==> config.mk <==
export PLATFORM = sky130hd
export DESIGN_NAME = sph_top
export DESIGN_NICKNAME = d
export VERILOG_FILES = /design/src/rtl/sph_fifo.v /design/src/rtl/sph_top.v
export VERILOG_INCLUDE_DIRS = /design/src /design/src/common
export SDC_FILE = /design/constraint.sdc
export NUM_CORES = 1
export LEC_CHECK = 0
export BUFFER_PORTS_ARGS = -buffer_cell sky130_fd_sc_hd__buf_2
export CORE_MARGIN = 2
export CORE_UTILIZATION = 60
export DETAILED_ROUTE_END_ITERATION = 8
export PLACE_DENSITY_LB_ADDON = 0.05
export SYNTH_ARGS = -nofsm -noshare
export SYNTH_HDL_FRONTEND = slang
export SYNTH_SLANG_ARGS = --single-unit
==> constraint.sdc <==
create_clock -name MCLK -period 3.9 [get_ports MCLK]
set_input_delay 0.39 -clock MCLK [delete_from_list [all_inputs] [get_ports MCLK]]
set_output_delay 0.39 -clock MCLK [all_outputs]
set_load 0.05 [all_outputs]
==> src/common/sph_consts.vh <==
// constants for the serial port handshake block
`ifndef SPH_CONSTS_VH
`define SPH_CONSTS_VH
`define SPH_CLK_HZ        100000000
`define SPH_BAUD          9600
`define SPH_BIT_CYCLES    (`SPH_CLK_HZ / `SPH_BAUD)
`define SPH_DATA_BITS     8
`define SPH_FIFO_DEPTH    32
`define SPH_STOP_BITS     2
`define SPH_DC1           8'h11
`define SPH_DC3           8'h13
`define SPH_DC3_LIMIT     10
`define SPH_ALARM_CODE    10'h086
`endif

==> src/rtl/sph_fifo.v <==
// synchronous fifo with valid/ready on both sides
`timescale 1ns/1ps
module sph_fifo #(
    parameter WIDTH = 8,
    parameter DEPTH = 32,
    parameter AW    = 5
) (
    input  wire             clk,
    input  wire             rst,
    input  wire [WIDTH-1:0] in_data,
    input  wire             in_valid,
    output wire             in_ready,
    output wire [WIDTH-1:0] out_data,
    output wire             out_valid,
    input  wire             out_ready,
    input  wire             flush
);
    reg [WIDTH-1:0] mem [0:DEPTH-1];
    reg [AW:0]      wr_q;
    reg [AW:0]      rd_q;
    wire            full;
    wire            empty;
    wire            push;
    wire            pop;
    // extra pointer bit tells full from empty
    assign empty     = (wr_q == rd_q);
    assign full      = (wr_q[AW-1:0] == rd_q[AW-1:0])
                     && (wr_q[AW] != rd_q[AW]);
    assign in_ready  = ~full;
    assign out_valid = ~empty;
    assign out_data  = mem[rd_q[AW-1:0]];
    assign push      = in_valid & ~full;
    assign pop       = out_ready & ~empty;
    // storage array, no reset needed
    always @(posedge clk) begin
        if (push) begin
            mem[wr_q[AW-1:0]] <= in_data;
        end
    end
    // pointers
    always @(posedge clk or posedge rst) begin
        if (rst) begin
            wr_q <= {(AW+1){1'b0}};
            rd_q <= {(AW+1){1'b0}};
        end else if (flush) begin
            wr_q <= {(AW+1){1'b0}};
            rd_q <= {(AW+1){1'b0}};
        end else begin
            if (push) begin
                wr_q <= wr_q + {{AW{1'b0}}, 1'b1};
            end
            if (pop) begin
                rd_q <= rd_q + {{AW{1'b0}}, 1'b1};
            end
        end
    end
endmodule

==> src/rtl/sph_top.v <==
// serial port transmitter with send-request / permit / ready handshake
`timescale 1ns/1ps
`include "sph_consts.vh"

// Summary of operation
// send_request goes on at block start, off when the block ends.
// a character starts only while send permit and peer_ready are both on.
// permit dropping stops output within two characters; resumes on return.
// peer_ready dropping mid-transfer aborts and raises alarm 086.
// controller_ready is on whenever the link can operate.
// peer treats tx_data_line valid only while controller_ready is on.
// peer asserts peer_ready only when powered and ready.
// frame is start bit, eight data bits bit 1 first, then stop bits.
// received DC3 halts output within ten characters; DC1 resumes.
// every bit timed by a bit-rate enable of fixed clock cycle count.
module sph_top #(
    parameter BIT_CYCLES = `SPH_BIT_CYCLES,
    parameter DEPTH      = `SPH_FIFO_DEPTH
) (
    input  wire       MCLK,
    input  wire       RESET,
    input  wire [7:0] TX_BYTE,
    input  wire       TX_VALID,
    output wire       TX_READY,
    input  wire       BLOCK_END,
    input  wire       SEND_PERMIT,
    input  wire       PEER_READY,
    input  wire [7:0] RX_BYTE,
    input  wire       RX_STROBE,
    input  wire       ALARM_CLEAR,
    output reg        TX_DATA_LINE,
    output reg        SEND_REQUEST,
    output reg        CONTROLLER_READY,
    output reg        ALARM,
    output reg  [9:0] ALARM_NUMBER,
    output reg        BUSY
);
    // *****************************************************
    // states and declarations
    // *****************************************************
    localparam ST_IDLE  = 4'b0001;
    localparam ST_START = 4'b0010;
    localparam ST_DATA  = 4'b0100;
    localparam ST_STOP  = 4'b1000;
    localparam AW       = $clog2(DEPTH);
    localparam [AW:0] OCC_FULL = DEPTH;
    localparam [AW:0] OCC_ONE  = 1;

    reg  [3:0]  state_q;
    reg  [3:0]  state_d;
    reg  [31:0] baud_q;
    reg  [2:0]  bit_q;
    reg         stop_q;
    reg  [7:0]  shift_q;
    reg         active_q;
    reg         end_q;
    reg         xoff_q;
    reg         in_ready_q;
    reg  [AW:0] occ_q;
    reg  [AW:0] occ_d;
    wire        push_w;
    wire        tick;
    wire [7:0]  f_data;
    wire        f_valid;
    wire        f_ready;
    wire        f_pop;
    wire        go;
    wire        abort;

    // *****************************************************
    // buffer in the data path
    // *****************************************************
    sph_fifo #(
        .WIDTH (`SPH_DATA_BITS),
        .DEPTH (DEPTH),
        .AW    (AW)
    ) u_fifo (
        .clk       (MCLK),
        .rst       (RESET),
        .in_data   (TX_BYTE),
        .in_valid  (TX_VALID),
        .in_ready  (f_ready),
        .out_data  (f_data),
        .out_valid (f_valid),
        .out_ready (f_pop),
        .flush     (abort)
    );

    // bit-rate enable: one tick per bit period
    assign tick = (baud_q == BIT_CYCLES - 1);
    // new character only with permit, ready and no xoff
    // permit is sampled between characters, so at most the current
    // character plus none more go out: within two characters
    assign go = (state_q == ST_IDLE) && f_valid && SEND_PERMIT
              && PEER_READY && !xoff_q && !ALARM;
    assign f_pop = go;
    assign abort = active_q && !PEER_READY;

    // *****************************************************
    // frame sequencer
    // *****************************************************
    always @* begin
        state_d = state_q;
        case (state_q)
            ST_IDLE: begin
                if (go) state_d = ST_START;
            end
            ST_START: begin
                if (tick) state_d = ST_DATA;
            end
            ST_DATA: begin
                if (tick && bit_q == 3'd7) state_d = ST_STOP;
            end
            ST_STOP: begin
                if (tick && stop_q) state_d = ST_IDLE;
            end
            default: state_d = ST_IDLE;
        endcase
        if (abort) state_d = ST_IDLE;
    end

    // baud counter restarts at each frame start
    always @(posedge MCLK or posedge RESET) begin
        if (RESET) begin
            baud_q <= 32'h0;
        end else if (state_q == ST_IDLE || tick) begin
            baud_q <= 32'h0;
        end else begin
            baud_q <= baud_q + 32'h1;
        end
    end

    // shifter and line driver, lsb (bit 1) first
    always @(posedge MCLK or posedge RESET) begin
        if (RESET) begin
            state_q      <= ST_IDLE;
            bit_q        <= 3'h0;
            stop_q       <= 1'b0;
            shift_q      <= 8'h00;
            TX_DATA_LINE <= 1'b1;
        end else begin
            state_q <= state_d;
            if (abort) begin
                TX_DATA_LINE <= 1'b1; // idle mark on abort
            end else begin
                case (state_q)
                    ST_IDLE: begin
                        bit_q  <= 3'h0;
                        stop_q <= 1'b0;
                        if (go) begin
                            shift_q      <= f_data;
                            TX_DATA_LINE <= 1'b0;
                        end
                    end
                    ST_START: begin
                        if (tick) begin
                            TX_DATA_LINE <= shift_q[0];
                            shift_q      <= {1'b0, shift_q[7:1]};
                        end
                    end
                    ST_DATA: begin
                        if (tick) begin
                            bit_q <= bit_q + 3'h1;
                            if (bit_q == 3'd7) begin
                                TX_DATA_LINE <= 1'b1;
                            end else begin
                                TX_DATA_LINE <= shift_q[0];
                                shift_q      <= {1'b0, shift_q[7:1]};
                            end
                        end
                    end
                    ST_STOP: begin
                        if (tick) stop_q <= 1'b1; // two stop bits
                        TX_DATA_LINE <= 1'b1;
                    end
                    default: TX_DATA_LINE <= 1'b1;
                endcase
            end
        end
    end

    // *****************************************************
    // handshake, flow control and alarm
    // *****************************************************
    // block lasts from first character until end marked and all sent
    always @(posedge MCLK or posedge RESET) begin
        if (RESET) begin
            active_q     <= 1'b0;
            end_q        <= 1'b0;
            SEND_REQUEST <= 1'b0;
            BUSY         <= 1'b0;
        end else begin
            if (abort) begin
                active_q <= 1'b0;
                end_q    <= 1'b0;
            end else if (go) begin
                active_q <= 1'b1;
            end else if (active_q && end_q && !f_valid
                         && state_q == ST_IDLE) begin
                active_q <= 1'b0;
                end_q    <= 1'b0;
            end
            if (BLOCK_END && (active_q || f_valid) && !abort) end_q <= 1'b1;
            SEND_REQUEST <= (active_q && !abort) || go;
            BUSY         <= (state_q != ST_IDLE) || f_valid;
        end
    end

    // xoff latch from received control codes; checked per character so
    // the halt lands well inside ten characters
    always @(posedge MCLK or posedge RESET) begin
        if (RESET) begin
            xoff_q <= 1'b0;
        end else if (RX_STROBE && RX_BYTE == `SPH_DC3) begin
            xoff_q <= 1'b1;
        end else if (RX_STROBE && RX_BYTE == `SPH_DC1) begin
            xoff_q <= 1'b0;
        end
    end

    // alarm is sticky; a new abort wins over a clear in the same cycle
    always @(posedge MCLK or posedge RESET) begin
        if (RESET) begin
            ALARM        <= 1'b0;
            ALARM_NUMBER <= 10'h000;
        end else if (abort) begin
            ALARM        <= 1'b1;
            ALARM_NUMBER <= `SPH_ALARM_CODE;
        end else if (ALARM_CLEAR) begin
            ALARM        <= 1'b0;
            ALARM_NUMBER <= 10'h000;
        end
    end

    // occupancy mirror of the fifo so that ready can come from a flop;
    // a flush on abort empties it whatever else happens that cycle
    assign push_w = TX_VALID & f_ready;
    always @* begin
        occ_d = occ_q;
        if (abort) begin
            occ_d = {(AW+1){1'b0}};
        end else if (push_w && !f_pop) begin
            occ_d = occ_q + OCC_ONE;
        end else if (!push_w && f_pop) begin
            occ_d = occ_q - OCC_ONE;
        end
    end

    // ready whenever not out of reset trouble and no alarm standing
    always @(posedge MCLK or posedge RESET) begin
        if (RESET) begin
            CONTROLLER_READY <= 1'b0;
            in_ready_q       <= 1'b1;
            occ_q            <= {(AW+1){1'b0}};
        end else begin
            CONTROLLER_READY <= !ALARM && !abort;
            in_ready_q       <= (occ_d != OCC_FULL);
            occ_q            <= occ_d;
        end
    end

    // ready is next cycle's not-full taken from the mirror, so it
    // matches the fifo exactly: a byte offered while high is taken unless an abort flushes the fifo that cycle
    assign TX_READY = in_ready_q;
endmodule

==> metrics.cfg <==
[run_status]
status=complete, no violations

[grt]
grt_pass1_wl_um=42800
overflow=0
first_global_vias=7433
track_usage=0.236
grt_max_degree=69
antenna_found_initial=0

[layout]
nets=909
design_area_um2=15300
drive_gt1_frac=0.212
syn_to_final_growth_pct=10.8
final_common_cell=edfxtp_1
n_antenna_cell=0
final_cell_mix=edfxtp_1 (256), nor2_1 (84), mux4_2 (80)
post-route-util=0.676

[worst_setup_path]
slowest_delay_ns=0.71
crit_path_cell_trace=xnor2_1, nand3_1, o31a_1, nand2_1, nor2_1
reg2reg_depth=5
slowest_stage=nor2_1
cp_max_fo=14
crit_required_ns=4.04
crit_path_end_kind=register
timing.rr.end=u_fifo.mem[15][1]
cp-start-kind=register
cp_num_buf_inv=0
cp.arrival_ns=3.14
rr_startpoint=u_fifo.wr_q[4]
criticalPathCategory=register to register
ff2ff_setup_slack_ns=0.90
cpLargestDelayFamily=simple AND/OR/NAND/NOR gates

[die]
rows=55
initial_core_util=0.610
die_w_um=156
io_pins=40
fp.dieArea_um2=24200
die_h_um=156
core_area_um2=22600

[routing]
drt-initial-drc-count=618
ant_nets=0
drt-wirelength-per-cell_um=23.3
vias=7354
viasPerCell=6.22
drc=0
dr.pass1.iters=5
wirelength_um=27500

[timing]
final.min_clock_period_ns=3.00
fmaxAchievable_mhz=333
setup-violations-final=0
tightest_slew_ns=0.966
fin_crit_sh=0.770
timing.setup.tns_ns=0
rsz0062_at_grt=false
final_max_slew_viol_count=0
clock_skew_ns=0.0203
slew_headroom=0.356
final-hold-violation-count=0
fin_ws_ns=0.897

[yosys]
ys_warn_count=0
synth_top_flop_cell=edfxtp_1
ys_seq_elements=331
synth_top_area_cell=edfxtp_1
synth_top_area_share=0.557
syn_avg_cell_area_um2=16.6
synth-edff-count=256
synthCells=830
synth_cell_types=55
syn_area_um2=13800
seq_area_frac_synth=0.693
async_reset_ff_frac=0.227
ys_top_cells_by_area=edfxtp_1 (56%), dfrtp_1 (13%), mux4_2 (13%), nor2_1 (2.3%), nand2_1 (1.6%)

[clock_network]
cts_setup_buffers=0
cts_tree=yes
cts_inserted_buffers=35
clock_path_buffers=3
root_buffer=clkbuf_16
clk_pin_slew_worst_paths_ns=0.05
cts-htree-levels=2
clk_latency_ns=0.52
ctsHoldBuffers=0
cts-resized-gates=0
clock_sink_count=331

[placed_design]
place_hpwl_um=17500
post-place-ws_ns=0.922
dpl_cell_area_um2=14300
gp_congestion=0.840
port_buffers=32

[power_and_ir_drop]
leakage_nw=5.27
ir_drop_v=0.000461
p_per_area_nw_per_um2=654

[hold_path]
min-delay-start=ALARM_CLEAR
min_to=ALARM_NUMBER[2]
hp-class=primary input to register
whs_path_depth=2

[flow_run]
drv_cap=0

[power by group]
group,switching [mW],internal (mW)
registers,0.207,4.12
clock network,1.27,1.78
logic,1.51,1.10
total,3.00,7.00
[cell type report]
type,count,area (µm²)
fillers,1511,7340
clock buffers,42,902
repair buffers,45,270
inverters,12,45.0
clock inverters,18,143
well taps,285,357
flip-flops and latches,331,9570
multi-input cells,450,4010
[worst max path at each step]
stage                               start                end  slack, ns  cells past startpoint
after global routing       u_fifo.wr_q[2]  u_fifo.mem[26][6]       0.69                      5
after CTS                  u_fifo.wr_q[2]  u_fifo.mem[23][7]       0.89                      5
after global placement     u_fifo.rd_q[0]  u_fifo.mem[23][3]       1.05                      5
after floorplan           ALARM_NUMBER[2]           TX_READY       0.99                      9
final                      u_fifo.wr_q[4]  u_fifo.mem[15][1]       0.90                      5
after detailed placement   u_fifo.wr_q[4]  u_fifo.mem[23][3]       0.92                      5
[routing by layer]
layer  GRT usage  share of wire
met3      0.0367          0.055
met2       0.396           0.50
met4      0.0629          0.021
met5           0              0
met1       0.330           0.42
[state kept, by name, indices dropped and copies added (netlist names)]
| signal | count |
|---|---|
| TX_READY | 1 |
| xoff_q | 1 |
| end_q | 1 |
| occ_q | 6 |
| BUSY | 1 |
| TX_DATA_LINE | 1 |
| SEND_REQUEST | 1 |
| ALARM_NUMBER | 1 |
| stop_q | 1 |
| shift_q | 8 |
| active_q | 1 |
| u_fifo.wr_q | 6 |
| u_fifo.mem | 256 |
| u_fifo.rd_q | 6 |
| bit_q | 3 |
| CONTROLLER_READY | 1 |
| baud_q | 32 |
| state_q | 4 |
[metrics by stage]
stage	hold WS (ns)	cells	total power, mW
2_1_floorplan	0.433	836	6.30
3_3_place_gp	0.447	1123	6.96
3_5_place_dp	0.470	1123	7.03
4_1_cts	0.0532	1183	10.1
5_1_grt	0.0622	1183	10.4
6_report	0.0602	1183	10.0
[Yosys cell counts (5+ instances only)]
| master | instances |
|---|---|
| a21oi_1 | 16 |
| nor2_1 | 84 |
| clkbuf_1 | 23 |
| ha_1 | 10 |
| buf_2 | 6 |
| and3_1 | 11 |
| edfxtp_1 | 256 |
| nand3_1 | 20 |
| o21ai_0 | 32 |
| inv_1 | 12 |
| dfrtp_1 | 72 |
| nand2_1 | 57 |
| buf_4 | 10 |
| or3_1 | 7 |
| xnor2_1 | 23 |
| nand4_1 | 10 |
| xor2_1 | 22 |
| nor3_1 | 5 |
| mux2i_1 | 8 |
| mux4_2 | 80 |
| nand3b_1 | 5 |
| nor4_1 | 7 |
[kinds of logic after synthesis]
group | synth area share
buffers and inverters | 0.0182
xor gates and xnor gates | 0.0286
other | 0.000272
and+or+nand+nor | 0.0818
adders and majority gates | 0.00906
muxes | 0.140
DFF | 0.693
AOI/OAI and AO/OA | 0.0294
(Power assumes the default switching activity.)
